$ cat src/fdcp_pkg.sv
// Shared constants for the floppy controller host port.
package fdcp_pkg;
    localparam logic [1:0] FDCP_SEL_STATUS  = 2'h0;
    localparam logic [1:0] FDCP_SEL_TRACK   = 2'h1;
    localparam logic [1:0] FDCP_SEL_SECTOR  = 2'h2;
    localparam logic [1:0] FDCP_SEL_DATA    = 2'h3;
    localparam logic [7:0] FDCP_CMD_RESET   = 8'h03;
    localparam logic [7:0] FDCP_SECT_RESET  = 8'h01;
    localparam logic [7:0] FDCP_TRACK_RESET = 8'h00;
    localparam logic [7:0] FDCP_DATA_RESET  = 8'h00;
    localparam logic [3:0] FDCP_OP_RESTORE  = 4'h0;
    localparam logic [3:0] FDCP_OP_XFER_MIN = 4'h8;
    localparam int         FDCP_ST_NREADY   = 7;
    localparam int         FDCP_ST_SEEKERR  = 4;
    localparam int         FDCP_ST_TRACK0   = 2;
    localparam int         FDCP_ST_XFER     = 1;
    localparam int         FDCP_ST_BUSY     = 0;
    localparam logic [7:0] FDCP_STEP_TICKS  = 8'h06;
    localparam logic [7:0] FDCP_STEP_LIMIT  = 8'hff;
    typedef enum logic [1:0] {
        FDCP_RS_IDLE  = 2'b00,
        FDCP_RS_CHECK = 2'b01,
        FDCP_RS_STEP  = 2'b10,
        FDCP_RS_WAIT  = 2'b11
    } fdcp_rs_state_t;
endpackage : fdcp_pkg

$ cat src/fdcp_acc_if.sv
// Synchronised host access events passed from the strobe stage to the core.
`timescale 1ns/1ps
interface fdcp_acc_if;
    logic       rd_level;
    logic       rd_pulse;
    logic       wr_pulse;
    logic [1:0] sel;
    logic [7:0] wdata;
    modport sync (output rd_level, rd_pulse, wr_pulse, sel, wdata);
    modport core (input rd_level, rd_pulse, wr_pulse, sel, wdata);
endinterface : fdcp_acc_if

$ cat src/fdcp_strobe_sync.sv
// Synchroniser and edge detector for the host strobes, select and data.
`timescale 1ns/1ps
module fdcp_strobe_sync
    import fdcp_pkg::*;
(
    input  wire logic       clk,
    input  wire logic       rst_n,
    input  wire logic       cs_n,
    input  wire logic       rd_n,
    input  wire logic       wr_n,
    input  wire logic [1:0] sel,
    input  wire logic [7:0] din,
    fdcp_acc_if.sync        acc
);
    logic [12:0] meta;
    logic [12:0] stable;
    logic        rd_prev;
    logic        wr_prev;
    logic        wr_level;

    // Data and select pass the same two stages, so they line up with strobes.
    always_ff @(posedge clk or negedge rst_n) begin
        if (!rst_n) begin
            meta   <= 13'h1fff;
            stable <= 13'h1fff;
        end else begin
            meta   <= {cs_n, rd_n, wr_n, sel, din};
            stable <= meta;
        end
    end

    // A write strobe wins if the host ever lowers both strobes.
    assign acc.rd_level = !stable[12] && !stable[11] && stable[10]; // RL5
    assign wr_level     = !stable[12] && !stable[10]; // RL5
    assign acc.rd_pulse = acc.rd_level && !rd_prev; // RL13
    assign acc.wr_pulse = wr_level && !wr_prev; // RL13
    assign acc.sel      = stable[9:8];
    assign acc.wdata    = stable[7:0];

    always_ff @(posedge clk or negedge rst_n) begin
        if (!rst_n) begin
            rd_prev <= 1'b0;
            wr_prev <= 1'b0;
        end else begin
            rd_prev <= acc.rd_level;
            wr_prev <= wr_level;
        end
    end
endmodule : fdcp_strobe_sync

$ cat src/fdcp_restore.sv
// Seek-to-track-zero sequencer paced by the timing clock ticks.
`timescale 1ns/1ps
module fdcp_restore
    import fdcp_pkg::*;
(
    input  wire logic clk,
    input  wire logic rst_n,
    input  wire logic abort,
    input  wire logic start,
    input  wire logic tick,
    input  wire logic at_track0,
    output logic      busy,
    output logic      step,
    output logic      done,
    output logic      fail
);
    fdcp_rs_state_t state;
    logic [7:0]     wait_cnt;
    logic [7:0]     step_cnt;

    always_ff @(posedge clk or negedge rst_n) begin
        if (!rst_n) begin
            state    <= FDCP_RS_IDLE;
            wait_cnt <= 8'h00;
            step_cnt <= 8'h00;
            step     <= 1'b0;
            done     <= 1'b0;
            fail     <= 1'b0;
        end else if (abort) begin
            state <= FDCP_RS_IDLE;
            step  <= 1'b0;
            done  <= 1'b0;
        end else begin
            step <= 1'b0;
            done <= 1'b0;
            case (state)
                FDCP_RS_IDLE: begin
                    if (start) begin
                        state    <= FDCP_RS_CHECK;
                        step_cnt <= 8'h00;
                        fail     <= 1'b0;
                    end
                end
                FDCP_RS_CHECK: begin
                    if (at_track0) begin
                        state <= FDCP_RS_IDLE;
                        done  <= 1'b1;
                    end else if (step_cnt == FDCP_STEP_LIMIT) begin
                        // Give up rather than hang on a drive with no sensor.
                        state <= FDCP_RS_IDLE;
                        done  <= 1'b1;
                        fail  <= 1'b1;
                    end else begin
                        state <= FDCP_RS_STEP;
                    end
                end
                FDCP_RS_STEP: begin
                    step     <= 1'b1;
                    step_cnt <= step_cnt + 8'h01;
                    wait_cnt <= FDCP_STEP_TICKS;
                    state    <= FDCP_RS_WAIT;
                end
                FDCP_RS_WAIT: begin
                    if (wait_cnt == 8'h00) begin
                        state <= FDCP_RS_CHECK;
                    end else if (tick) begin
                        wait_cnt <= wait_cnt - 8'h01;
                    end
                end
                default: state <= FDCP_RS_IDLE;
            endcase
        end
    end

    assign busy = (state != FDCP_RS_IDLE);
endmodule : fdcp_restore

$ cat src/fdcp_host_port.sv
// Host register port, master reset handling and restore launch.
`timescale 1ns/1ps
// Summary of operation
// RL1: Master reset low resets state and loads command register with 03; the code keeps the seek error bit (rs_fail) through it.
// RL2: Not-ready status bit 7 reads cleared while master reset is low.
// RL3: Releasing master reset launches a restore whatever the ready input.
// RL4: Master reset loads the sector register with 01.
// RL5: Strobes are ignored unless chip select is low.
// RL6: Select and write strobe low capture bus data into the chosen register.
// RL7: Select and read strobe low drive the chosen register, else bus released.
// RL8: Code 0 status/command, 1 track, 2 sector, 3 data register.
// RL9: Data bus is inverted; writes receive, reads transmit.
// RL10: The system supplies a free-running 2 MHz or 1 MHz timing clock.
// RL11: Interrupt rises on command completion, clears on status read or command.
// RL12: Transfer request is cleared when the host reads or loads data.
// RL13: Strobes are synchronised; each strobe gives exactly one access.
module fdcp_host_port
    import fdcp_pkg::*;
(
    input  wire logic       CLK_SYS,
    input  wire logic       RST_N,
    input  wire logic       MASTER_RESET_N,
    input  wire logic       CHIP_SEL_N,
    input  wire logic       REG_READ_STROBE_N,
    input  wire logic       REG_WRITE_STROBE_N,
    input  wire logic [1:0] REG_SEL,
    input  wire logic [7:0] HOST_DATA_BUS_IN,
    output logic      [7:0] HOST_DATA_BUS_OUT,
    output logic            HOST_DATA_BUS_OE_N,
    input  wire logic       TIMING_CLK,
    input  wire logic       DRIVE_READY,
    input  wire logic       TRACK_ZERO_N,
    output logic            STEP_OUT,
    output logic            IRQ_OUT,
    output logic            XFER_REQUEST_OUT
);
    fdcp_acc_if acc ();

    logic [2:0] mr_sync;
    logic [2:0] tclk_sync;
    logic [1:0] rdy_sync;
    logic [1:0] tr0_sync;
    logic       mr_active;
    logic       mr_release;
    logic       tick;
    logic [7:0] command_entry;
    logic [7:0] current_track;
    logic [7:0] target_sector;
    logic [7:0] transfer_byte;
    logic [7:0] drive_status;
    logic       xfer_busy;
    logic       rs_busy;
    logic       rs_step;
    logic       rs_done;
    logic       rs_fail;
    logic       cmd_write;
    logic       restore_go;
    logic       data_touch;
    logic       xfer_done;
    logic       cmd_done;
    logic [7:0] next_dout;

    function automatic logic [7:0] fdcp_pick(
        input logic [1:0] sel,
        input logic [7:0] st,
        input logic [7:0] trk,
        input logic [7:0] sec,
        input logic [7:0] dat
    );
        case (sel)
            FDCP_SEL_STATUS: fdcp_pick = st;
            FDCP_SEL_TRACK:  fdcp_pick = trk;
            FDCP_SEL_SECTOR: fdcp_pick = sec;
            default:         fdcp_pick = dat;
        endcase
    endfunction : fdcp_pick

    fdcp_strobe_sync u_sync (
        .clk   (CLK_SYS),
        .rst_n (RST_N),
        .cs_n  (CHIP_SEL_N),
        .rd_n  (REG_READ_STROBE_N),
        .wr_n  (REG_WRITE_STROBE_N),
        .sel   (REG_SEL),
        .din   (HOST_DATA_BUS_IN),
        .acc   (acc.sync)
    );

    // Pins from outside the clock domain pass two flip-flops first.
    always_ff @(posedge CLK_SYS or negedge RST_N) begin
        if (!RST_N) begin
            mr_sync   <= 3'h0;
            tclk_sync <= 3'h0;
            rdy_sync  <= 2'h0;
            tr0_sync  <= 2'h3;
        end else begin
            mr_sync   <= {mr_sync[1:0], MASTER_RESET_N};
            tclk_sync <= {tclk_sync[1:0], TIMING_CLK};
            rdy_sync  <= {rdy_sync[0], DRIVE_READY};
            tr0_sync  <= {tr0_sync[0], TRACK_ZERO_N};
        end
    end

    // The timing clock is far slower than the system clock, so an edge
    // detect on it gives a clean one-cycle enable.
    assign mr_active  = !mr_sync[1];
    assign mr_release = mr_sync[1] && !mr_sync[2]; // RL3
    assign tick       = tclk_sync[1] && !tclk_sync[2]; // RL10

    assign cmd_write  = acc.wr_pulse && (acc.sel == FDCP_SEL_STATUS); // RL8
    assign restore_go = mr_release || (cmd_write && !rs_busy && !xfer_busy &&
                        (~acc.wdata[7:4] == FDCP_OP_RESTORE)); // RL3
    assign data_touch = (acc.wr_pulse || acc.rd_pulse) &&
                        (acc.sel == FDCP_SEL_DATA);
    assign xfer_done  = xfer_busy && data_touch;
    assign cmd_done   = rs_done || xfer_done;

    fdcp_restore u_restore (
        .clk       (CLK_SYS),
        .rst_n     (RST_N),
        .abort     (mr_active),
        .start     (restore_go),
        .tick      (tick),
        .at_track0 (!tr0_sync[1]),
        .busy      (rs_busy),
        .step      (rs_step),
        .done      (rs_done),
        .fail      (rs_fail)
    );

    // Not ready is forced clear while master reset is held.
    always_comb begin
        drive_status                  = 8'h00;
        drive_status[FDCP_ST_NREADY]  = !rdy_sync[1] && !mr_active; // RL2
        drive_status[FDCP_ST_SEEKERR] = rs_fail;
        drive_status[FDCP_ST_TRACK0]  = !tr0_sync[1];
        drive_status[FDCP_ST_XFER]    = XFER_REQUEST_OUT;
        drive_status[FDCP_ST_BUSY]    = rs_busy || xfer_busy;
    end

    // Command register; incoming bus data is inverted back to true form.
    always_ff @(posedge CLK_SYS or negedge RST_N) begin
        if (!RST_N) begin
            command_entry <= FDCP_CMD_RESET;
        end else if (mr_active) begin
            command_entry <= FDCP_CMD_RESET; // RL1
        end else if (cmd_write) begin
            command_entry <= ~acc.wdata; // RL6 RL9
        end
    end

    // Successful restore completion clears the track, winning over a host write.
    always_ff @(posedge CLK_SYS or negedge RST_N) begin
        if (!RST_N) begin
            current_track <= FDCP_TRACK_RESET;
        end else if (mr_active) begin
            current_track <= FDCP_TRACK_RESET; // RL1
        end else if (rs_done && !rs_fail) begin
            current_track <= FDCP_TRACK_RESET;
        end else if (acc.wr_pulse && acc.sel == FDCP_SEL_TRACK) begin
            current_track <= ~acc.wdata; // RL6 RL8
        end
    end

    always_ff @(posedge CLK_SYS or negedge RST_N) begin
        if (!RST_N) begin
            target_sector <= FDCP_SECT_RESET;
        end else if (mr_active) begin
            target_sector <= FDCP_SECT_RESET; // RL4
        end else if (acc.wr_pulse && acc.sel == FDCP_SEL_SECTOR) begin
            target_sector <= ~acc.wdata; // RL6 RL8
        end
    end

    always_ff @(posedge CLK_SYS or negedge RST_N) begin
        if (!RST_N) begin
            transfer_byte <= FDCP_DATA_RESET;
        end else if (mr_active) begin
            transfer_byte <= FDCP_DATA_RESET; // RL1
        end else if (acc.wr_pulse && acc.sel == FDCP_SEL_DATA) begin
            transfer_byte <= ~acc.wdata; // RL6 RL8
        end
    end

    // A transfer command holds one byte exchange through the data register.
    always_ff @(posedge CLK_SYS or negedge RST_N) begin
        if (!RST_N) begin
            xfer_busy        <= 1'b0;
            XFER_REQUEST_OUT <= 1'b0;
        end else if (mr_active) begin
            xfer_busy        <= 1'b0;
            XFER_REQUEST_OUT <= 1'b0;
        end else if (cmd_write && !rs_busy && !xfer_busy &&
                     (~acc.wdata[7:4] >= FDCP_OP_XFER_MIN)) begin
            xfer_busy        <= 1'b1;
            XFER_REQUEST_OUT <= 1'b1;
        end else if (data_touch) begin
            xfer_busy        <= 1'b0;
            XFER_REQUEST_OUT <= 1'b0; // RL12
        end
    end

    // Completion sets the interrupt even in the cycle the host clears it.
    always_ff @(posedge CLK_SYS or negedge RST_N) begin
        if (!RST_N) begin
            IRQ_OUT <= 1'b0;
        end else if (mr_active) begin
            IRQ_OUT <= 1'b0;
        end else if (cmd_done) begin
            IRQ_OUT <= 1'b1; // RL11
        end else if (cmd_write ||
                     (acc.rd_pulse && acc.sel == FDCP_SEL_STATUS)) begin
            IRQ_OUT <= 1'b0; // RL11
        end
    end

    always_ff @(posedge CLK_SYS or negedge RST_N) begin
        if (!RST_N) begin
            STEP_OUT <= 1'b0;
        end else begin
            STEP_OUT <= rs_step;
        end
    end

    assign next_dout = ~fdcp_pick(acc.sel, drive_status, current_track,
                                  target_sector, transfer_byte); // RL8 RL9

    // The bus is driven only while selected and read-strobed.
    always_ff @(posedge CLK_SYS or negedge RST_N) begin
        if (!RST_N) begin
            HOST_DATA_BUS_OUT  <= 8'hff;
            HOST_DATA_BUS_OE_N <= 1'b1;
        end else begin
            HOST_DATA_BUS_OUT  <= acc.rd_level ? next_dout : 8'hff; // RL7
            HOST_DATA_BUS_OE_N <= !acc.rd_level; // RL7
        end
    end
endmodule : fdcp_host_port

$ cat config.mk
export PLATFORM = sky130hd
export DESIGN_NAME = fdcp_host_port
export DESIGN_NICKNAME = d
export VERILOG_FILES = /design/src/fdcp_pkg.sv /design/src/fdcp_acc_if.sv /design/src/fdcp_strobe_sync.sv /design/src/fdcp_restore.sv /design/src/fdcp_host_port.sv
export SDC_FILE = /design/constraint.sdc
export NUM_CORES = 1
export LEC_CHECK = 0
export BUFFER_PORTS_ARGS = -buffer_cell sky130_fd_sc_hd__buf_2
export CAP_MARGIN = 40
export CORE_MARGIN = 2
export CORE_UTILIZATION = 45
export DETAILED_ROUTE_END_ITERATION = 12
export GPL_TIMING_DRIVEN = 1
export MAX_ROUTING_LAYER = met4
export PLACE_DENSITY = 0.69
export REMOVE_ABC_BUFFERS = 1
export SLEW_MARGIN = 20
export SYNTH_ARGS = -nofsm -noshare
export SYNTH_HDL_FRONTEND = slang
export SYNTH_SLANG_ARGS = --single-unit
$ cat constraint.sdc
create_clock -name CLK_SYS -period 2.5 [get_ports CLK_SYS]
set_input_delay 0.375 -clock CLK_SYS [delete_from_list [all_inputs] [get_ports CLK_SYS]]
set_output_delay 0.375 -clock CLK_SYS [all_outputs]
set_load 0.02 [all_outputs]
==> reports/metrics.csv, run 1 <==
metric;value;unit
worstMarginPinSlew;0.651;ns
die_w;96.5;um
cap_violations;0;
synthTopCellsByCount;dfrtp_1, dfstp_2, nor2_1;
synth_top_family_by_area;simple AND/OR/NAND/NOR gates;
synth_simple_gate_area_share;0.133;
ys_ff_latch;95;
ioPinCount;31;
yosysWarnings;0;
power.leakage;1.90;nW
clkLatencyLatePin;0.37;ns
hold_end;u_sync.meta[6];
ys_types;47;
synth_largest_area_cell;dfrtp_1;
switching_share;0.283;
core;8260;um2
fp.dieArea;9320;um2
synthMuxAreaShare;0.0705;
antenna_found_initial;0;
drc;0;
port_buffers;30;
grtUsageTotal;0.180;
routabilityCongestion;0.816;
crit_path_cell_trace;inv_1 -> ha_1 -> nor3b_2 -> a311oi_1 -> buf_4 -> or4_1 -> a21oi_1;
clkSinkCount;95;
syn_area;3850;um2
wl;6950;um
h-tree-depth;3;
comb_power_share;0.105;
cp-end-kind;register;
nFillCells;728;
grt_pass1_vias;2404;
hold_path_class;in2reg;
start_util;0.467;
crit_arrival;2.41;ns
gr-total-overflow;0;
p_int;0.00216;W
report.final.slew_viol_count;0;
drive_above_1_share;0.318;
insertedDiodeCount;0;
wire_per_inst;15.2;um
r2r_setup_slack;0.39;ns
multiInputGateArea;1340;um2
regArea;2420;um2
fin_crit_sh;0.846;
grt_pass1_wl;12200;um
synth_xor_area_frac;0;
cts.reportedPaths.clkPinSlew;0.11;ns
slew_headroom;0.563;
cts_root_buf;clkbuf_8;
slowest_stage;or4_1;
worstSetupPathType;reg2reg;
setup_tns;0;ns
antenna_left;0;
cts_tree;done;
numCtsBuffers;9;
worstPathRequired;2.79;ns
yosysMostFrequentCell;dfrtp_1;
synth_compound_area_frac;0.119;
worstReg2RegStart;u_restore.state[0];
vdd.ir_drop.worst;0.350;mV
synth_top_area_frac;0.370;
reg2reg_to;u_restore.step_cnt[3];
synth_cells;306;
seq_area_frac_synth;0.629;
clkPwrFrac;0.335;
grt_max_degree;54;
clk_path_buf_depth;2;
postLayoutCellArea;4390;um2
viasPerCell;5.36;
nets;373;
synth_flop_cell;dfrtp_1;
avgSynthCellArea;12.6;um2
vias;2449;
rows;33;
whs_path_depth;1;
start_kind;register;
drtIter0Drc;111;
postPlaceCellArea;4180;um2
die_h;96.5;um
fmax;0.473;GHz
outcome;completed;
crit_path_max_incr_delay;0.50;ns
netSwitchingPower;0.000851;W
synth_edf_count;0;
drtPass1Iterations;4;
skew;0.0202;ns
rsz0062_at_grt;false;
rr_worst_depth;7;
setup_violations;0;
timing.final.hold_violations;0;
area_growth;14.0;%
min_period;2.11;ns
hold_start;HOST_DATA_BUS_IN[6];
yosys.area_share.adder;0.0227;
power.density;685;nW/um2
post-dp-hpwl;4790;um
critPathMaxFanout;12;
async_reset_ff_frac;1.00;
seqPwrFrac;0.560;
synth_area_leaders;dfrtp_1, dfstp_2, a211oi_1, nor2_1, mux4_2;
layer usage:
layer | track usage | up-vias | part of all wire
met3 | 0.0535 | 11 | 0.038
met1 | 0.248 | 1200 | 0.48
met4 | 0.0622 | 0 | 0.015
met2 | 0.256 | 50 | 0.47
met5 | - | - | 0
li1 | - | 1188 | -
repair_timing:
item | CTS | global route
setup endpoints to repair | 0 | 2
endpoints found under the hold margin | 9 | 0
buffers inserted | 0 | 0
resized for setup | 0 | 1
hold buffers | 1 | 0
layout by cell type (no fill, tap or decap), types with 3 or more instances in the layout:
| master | n |
|---|---|
| a211oi_1 | 20 |
| dfrtp_1 | 57 |
| or3_1 | 3 |
| nand3_1 | 4 |
| clkbuf_8 | 9 |
| mux2_2 | 6 |
| mux4_2 | 5 |
| ha_1 | 7 |
| dfstp_2 | 38 |
| a22o_1 | 4 |
| nand2_1 | 19 |
| o31ai_1 | 5 |
| inv_1 | 14 |
| o21ai_0 | 8 |
| o211ai_1 | 4 |
| or4_1 | 7 |
| mux2i_1 | 8 |
| buf_2 | 29 |
| nor2_1 | 34 |
| o21bai_1 | 3 |
| buf_4 | 9 |
| inv_8 | 4 |
| a21oi_1 | 9 |
| nor2b_1 | 5 |
kinds of logic (layout without fill, tap and decap cells):
kind of cell               count (synthesis)  count (layout)
AOI/OAI and AO/OA                         66              66
adders and majority gates                  7               7
buffers and inverters                     24              70
DFF                                       95              95
muxes                                     20              20
and+or+nand+nor                           94              94
state kept, by name, summed over array words and instances, names as in the netlist, 2 cells and up:
register	count
current_track	8
target_sector	8
mr_sync	3
rdy_sync	2
tr0_sync	2
u_sync.meta	13
u_restore.step_cnt	8
u_restore.state	2
u_sync.stable	13
HOST_DATA_BUS_OUT	8
u_restore.wait_cnt	8
tclk_sync	3
transfer_byte	8
worst max-delay path, delay by kind of cell (launching register included):
kind                     cells  cell delay [ns]
buffers and inverters        2             0.30
AO/OA/AOI/OAI                2             0.31
flip-flops                   1             0.43
AND/OR/NAND/NOR              2             0.78
adder cells (fa/ha/maj)      1             0.22
worst max path at each step:
stage | slack [ns] | end | startpoint | depth (start not counted)
finish | 0.39 | u_restore.step_cnt[3] | u_restore.state[0] | 7
global route | 0.17 | u_restore.step_cnt[6] | u_restore.state[0] | 7
CTS | 0.24 | u_restore.step_cnt[3] | u_restore.state[0] | 7
detailed placement | 0.25 | u_restore.step_cnt[3] | u_restore.state[0] | 7
global placement | 0.40 | u_restore.step_cnt[6] | u_restore.state[0] | 7
floorplan | 0.26 | u_restore.state[1] | u_restore.state[0] | 6
power groups by stage:
stage          logic [W]  registers, W  clock network, W
2_1_floorplan   0.000196       0.00170                 0
3_3_place_gp    0.000311       0.00171                 0
3_5_place_dp    0.000318       0.00171                 0
4_1_cts         0.000320       0.00169           0.00104
5_1_grt         0.000365       0.00170           0.00112
6_report        0.000315       0.00168           0.00101
final cells by class:
type                    count  share of cell area
clock inverters             7              0.0179
clock buffers               9              0.0282
inverters                  14              0.0120
flip-flops and latches     95               0.552
repair buffers             40              0.0553
multi-input cells         187               0.305
well taps                 105              0.0299
metrics by stage:
step | power, W | std cells | hold slack [ns] | util | setup WS [ns]
after global routing | 0.00318 | 457 | 0.0479 | 0.532 | 0.170
final | 0.00301 | 457 | 0.0832 | 0.532 | 0.386
after detailed placement | 0.00203 | 440 | 0.336 | 0.506 | 0.254
after floorplan | 0.00190 | 296 | 0.0794 | - | 0.259
after global placement | 0.00202 | 440 | 0.332 | 0.506 | 0.399
after CTS | 0.00305 | 457 | 0.0602 | 0.531 | 0.238
Power figures use the tool's default switching activity.
==> inputs of run 2 (changes only) <==
Clock period 2.5 ns to 2.1 ns, I/O delays scaled along.
==> run 2 against run 1 <==
Effect of this change:
- cell count rose by 2.4%
- setup slack got worse by 0.23 ns
- largest cell class unchanged
- critical path depth fell by 1
- critical path type unchanged
- non-clock buffer count rose by 11
- die area did not move
- maximum frequency rose by 8.7%
- via count rose by 2.6%
- wire length rose by 1.7%
- design area rose by 2.1%
- register-to-register slack got worse by 0.23 ns
- highest routed layer unchanged
- sequential share of layout area fell by 1.2 points
- clock skew fell by 0.0079 ns
==> reports/metrics.csv, run 2 (synthesis gave the netlist of run 1 again) <==
metric;value;unit;change
outcome;completed;;
layout_setup_ws;0.155;ns;-0.231 ns
nets;384;;+2.9%
cts_tree;done;;
h-tree-depth;3;;unchanged
start_util;0.467;;unchanged
rows;33;;unchanged
slew_headroom;0.502;;-0.0605
crit_path_cell_trace;inv_1 -> ha_1 -> or3b_2 -> o21ai_2 -> or4_1 -> mux2_1;;
final_common_cell;dfrtp_1;;
rsz0062_at_grt;false;;
worstMarginPinSlew;0.742;ns;+0.0902 ns
clkLatencyLatePin;0.37;ns;about the same
vdd.ir_drop.worst;0.397;mV;+13%
cap_violations;0;;unchanged
wl;7070;um;+1.7%
antenna_left;0;;unchanged
clkPwrFrac;0.327;;-0.008
clkSinkCount;95;;unchanged
die_w;96.5;um;unchanged
fmax;0.514;GHz;+8.7%
cts.reportedPaths.clkPinSlew;0.10;ns;about the same
start_kind;register;;
port_buffers;30;;unchanged
grt_pass1_wl;12100;um;-1.2%
seqPwrFrac;0.559;;about the same
ioPinCount;31;;unchanged
comb_power_share;0.115;;+0.010
crit_arrival;2.20;ns;-0.21 ns
netSwitchingPower;0.000979;W;+15%
p_int;0.00260;W;+20%
clk_path_buf_depth;2;;unchanged
die_h;96.5;um;unchanged
reg_top3;u_sync.meta (13), u_sync.stable (13);;
dr_wl_met3;311;um;+19%
switching_share;0.274;;-0.00930
setup_violations;0;;unchanged
final_cell_mix;dfrtp_1, dfstp_2, nor2_1;;
critPathMaxFanout;7;;-5
vias;2513;;+2.6%
grtUsageTotal;0.179;;-0.00121
grt_pass1_vias;2497;;+3.9%
wl_met2;3250;um;+0.15%
viasPerCell;5.37;;+0.20%
slowest_stage;or3b_2;;
setup_tns;0;ns;unchanged
wl_met1;3420;um;+2.5%
crit_path_max_incr_delay;0.48;ns;-0.02 ns
r2r_setup_slack;0.16;ns;-0.23 ns
cts_root_buf;clkbuf_8;;
worstPathRequired;2.36;ns;-0.43 ns
antenna_found_initial;0;;unchanged
drtPass1Iterations;4;;unchanged
power.leakage;1.95;nW;+2.6%
postLayoutCellArea;4490;um2;+2.1%
hold_path_class;in2reg;;
drive_above_1_share;0.333;;+0.0152
core;8260;um2;unchanged
routabilityCongestion;0.874;;+7.1%
dp_slack;0.122;ns;-0.133 ns
insertedDiodeCount;0;;unchanged
grt_max_degree;33;;-39%
drc;0;;unchanged
skew;0.0122;ns;-0.00794 ns
postPlaceCellArea;4260;um2;+1.9%
area_growth;16.4;%;
power.density;798;nW/um2;+16%
fp.dieArea;9320;um2;unchanged
cp-end-kind;register;;
wire_per_inst;15.1;um;-0.72%
numCtsBuffers;9;;unchanged
top_layer_used;met4;;
min_period;1.94;ns;-0.169 ns
drtIter0Drc;124;;+12%
timing.final.hold_violations;0;;unchanged
worstSetupPathType;reg2reg;;
report.final.slew_viol_count;0;;unchanged
gr-total-overflow;0;;unchanged
fin_crit_sh;0.926;;+0.0805
post-dp-hpwl;4940;um;+3.0%
==> run 2: cell count changes in the layout (fill, tap and decap cells not counted), sizes merged <==
cell / previous run / this run
buf: 39 / 48
dlygate4sd3: 1 / 3
clkbuf: 9 / 10
clkinv: 2 / 1
clkinvlp: 0 / 1
inv: 19 / 18
==> run 2: cell type report <==
cell class	count	area, um2
Multi-Input combinational cell	187	1340
Clock buffer	10	138
Sequential cell	95	2420
Timing Repair Buffer	51	343
Tap cell	105	131
Clock inverter	6	58.8
Fill cell	711	3770
Inverter	14	52.6
==> run 2: metal layers <==
| metal | track usage | up-vias |
|---|---|---|
| li1 | - | 1199 |
| met1 | 0.240 | 1261 |
| met2 | 0.267 | 44 |
| met3 | 0.0543 | 9 |
| met4 | 0.0481 | 0 |
| met5 | - | - |
==> run 2: final timing paths <==
kind,startpoint,endpoint,cells past startpoint
setup / recovery,u_restore.wait_cnt[0],u_restore.wait_cnt[5],6
hold reg to reg,mr_sync[0],mr_sync[1],0
setup reg to reg,u_restore.wait_cnt[0],u_restore.wait_cnt[5],6
min in group asynchronous,RST_N,u_restore.wait_cnt[3],2
hold / removal,HOST_DATA_BUS_IN[2],u_sync.meta[2],1
max in group asynchronous,RST_N,HOST_DATA_BUS_OUT[4],3
==> run 2: power by group through the flow <==
stage               logic [W]  registers [W]  clock network, W
finish               0.000411        0.00200           0.00117
global route         0.000465        0.00201           0.00129
CTS                  0.000411        0.00200           0.00120
detailed placement   0.000409        0.00203                 0
global placement     0.000395        0.00203                 0
floorplan            0.000233        0.00203                 0
==> run 2: worst max-delay path, delay by kind of cell, from the launching register on <==
family                   cells  cell delay (ns)
AO/OA/AOI/OAI                1             0.25
multiplexers                 1             0.31
AND/OR/NAND/NOR              2             0.64
adder cells (fa/ha/maj)      1             0.14
buffers and inverters        1             0.11
flip-flops                   1             0.38
==> run 2: repair_timing <==
| item | in CTS | in global routing |
|---|---|---|
| resized for setup | 0 | 1 |
| endpoints found under the hold margin | 25 | 2 |
| hold buffers | 1 | 2 |
| buffers inserted | 0 | 0 |
| setup endpoints to repair | 0 | 2 |
==> run 2: through the flow <==
stage / hold slack (ns) / util / total power, W / instances
2_1_floorplan: 0.0194 / - / 0.00226 / 296
4_1_cts: 0.0162 / 0.540 / 0.00361 / 466
3_3_place_gp: 0.287 / 0.515 / 0.00242 / 449
3_5_place_dp: 0.284 / 0.515 / 0.00244 / 449
6_report: 0.0324 / 0.543 / 0.00358 / 468
5_1_grt: 0.00265 / 0.543 / 0.00377 / 468
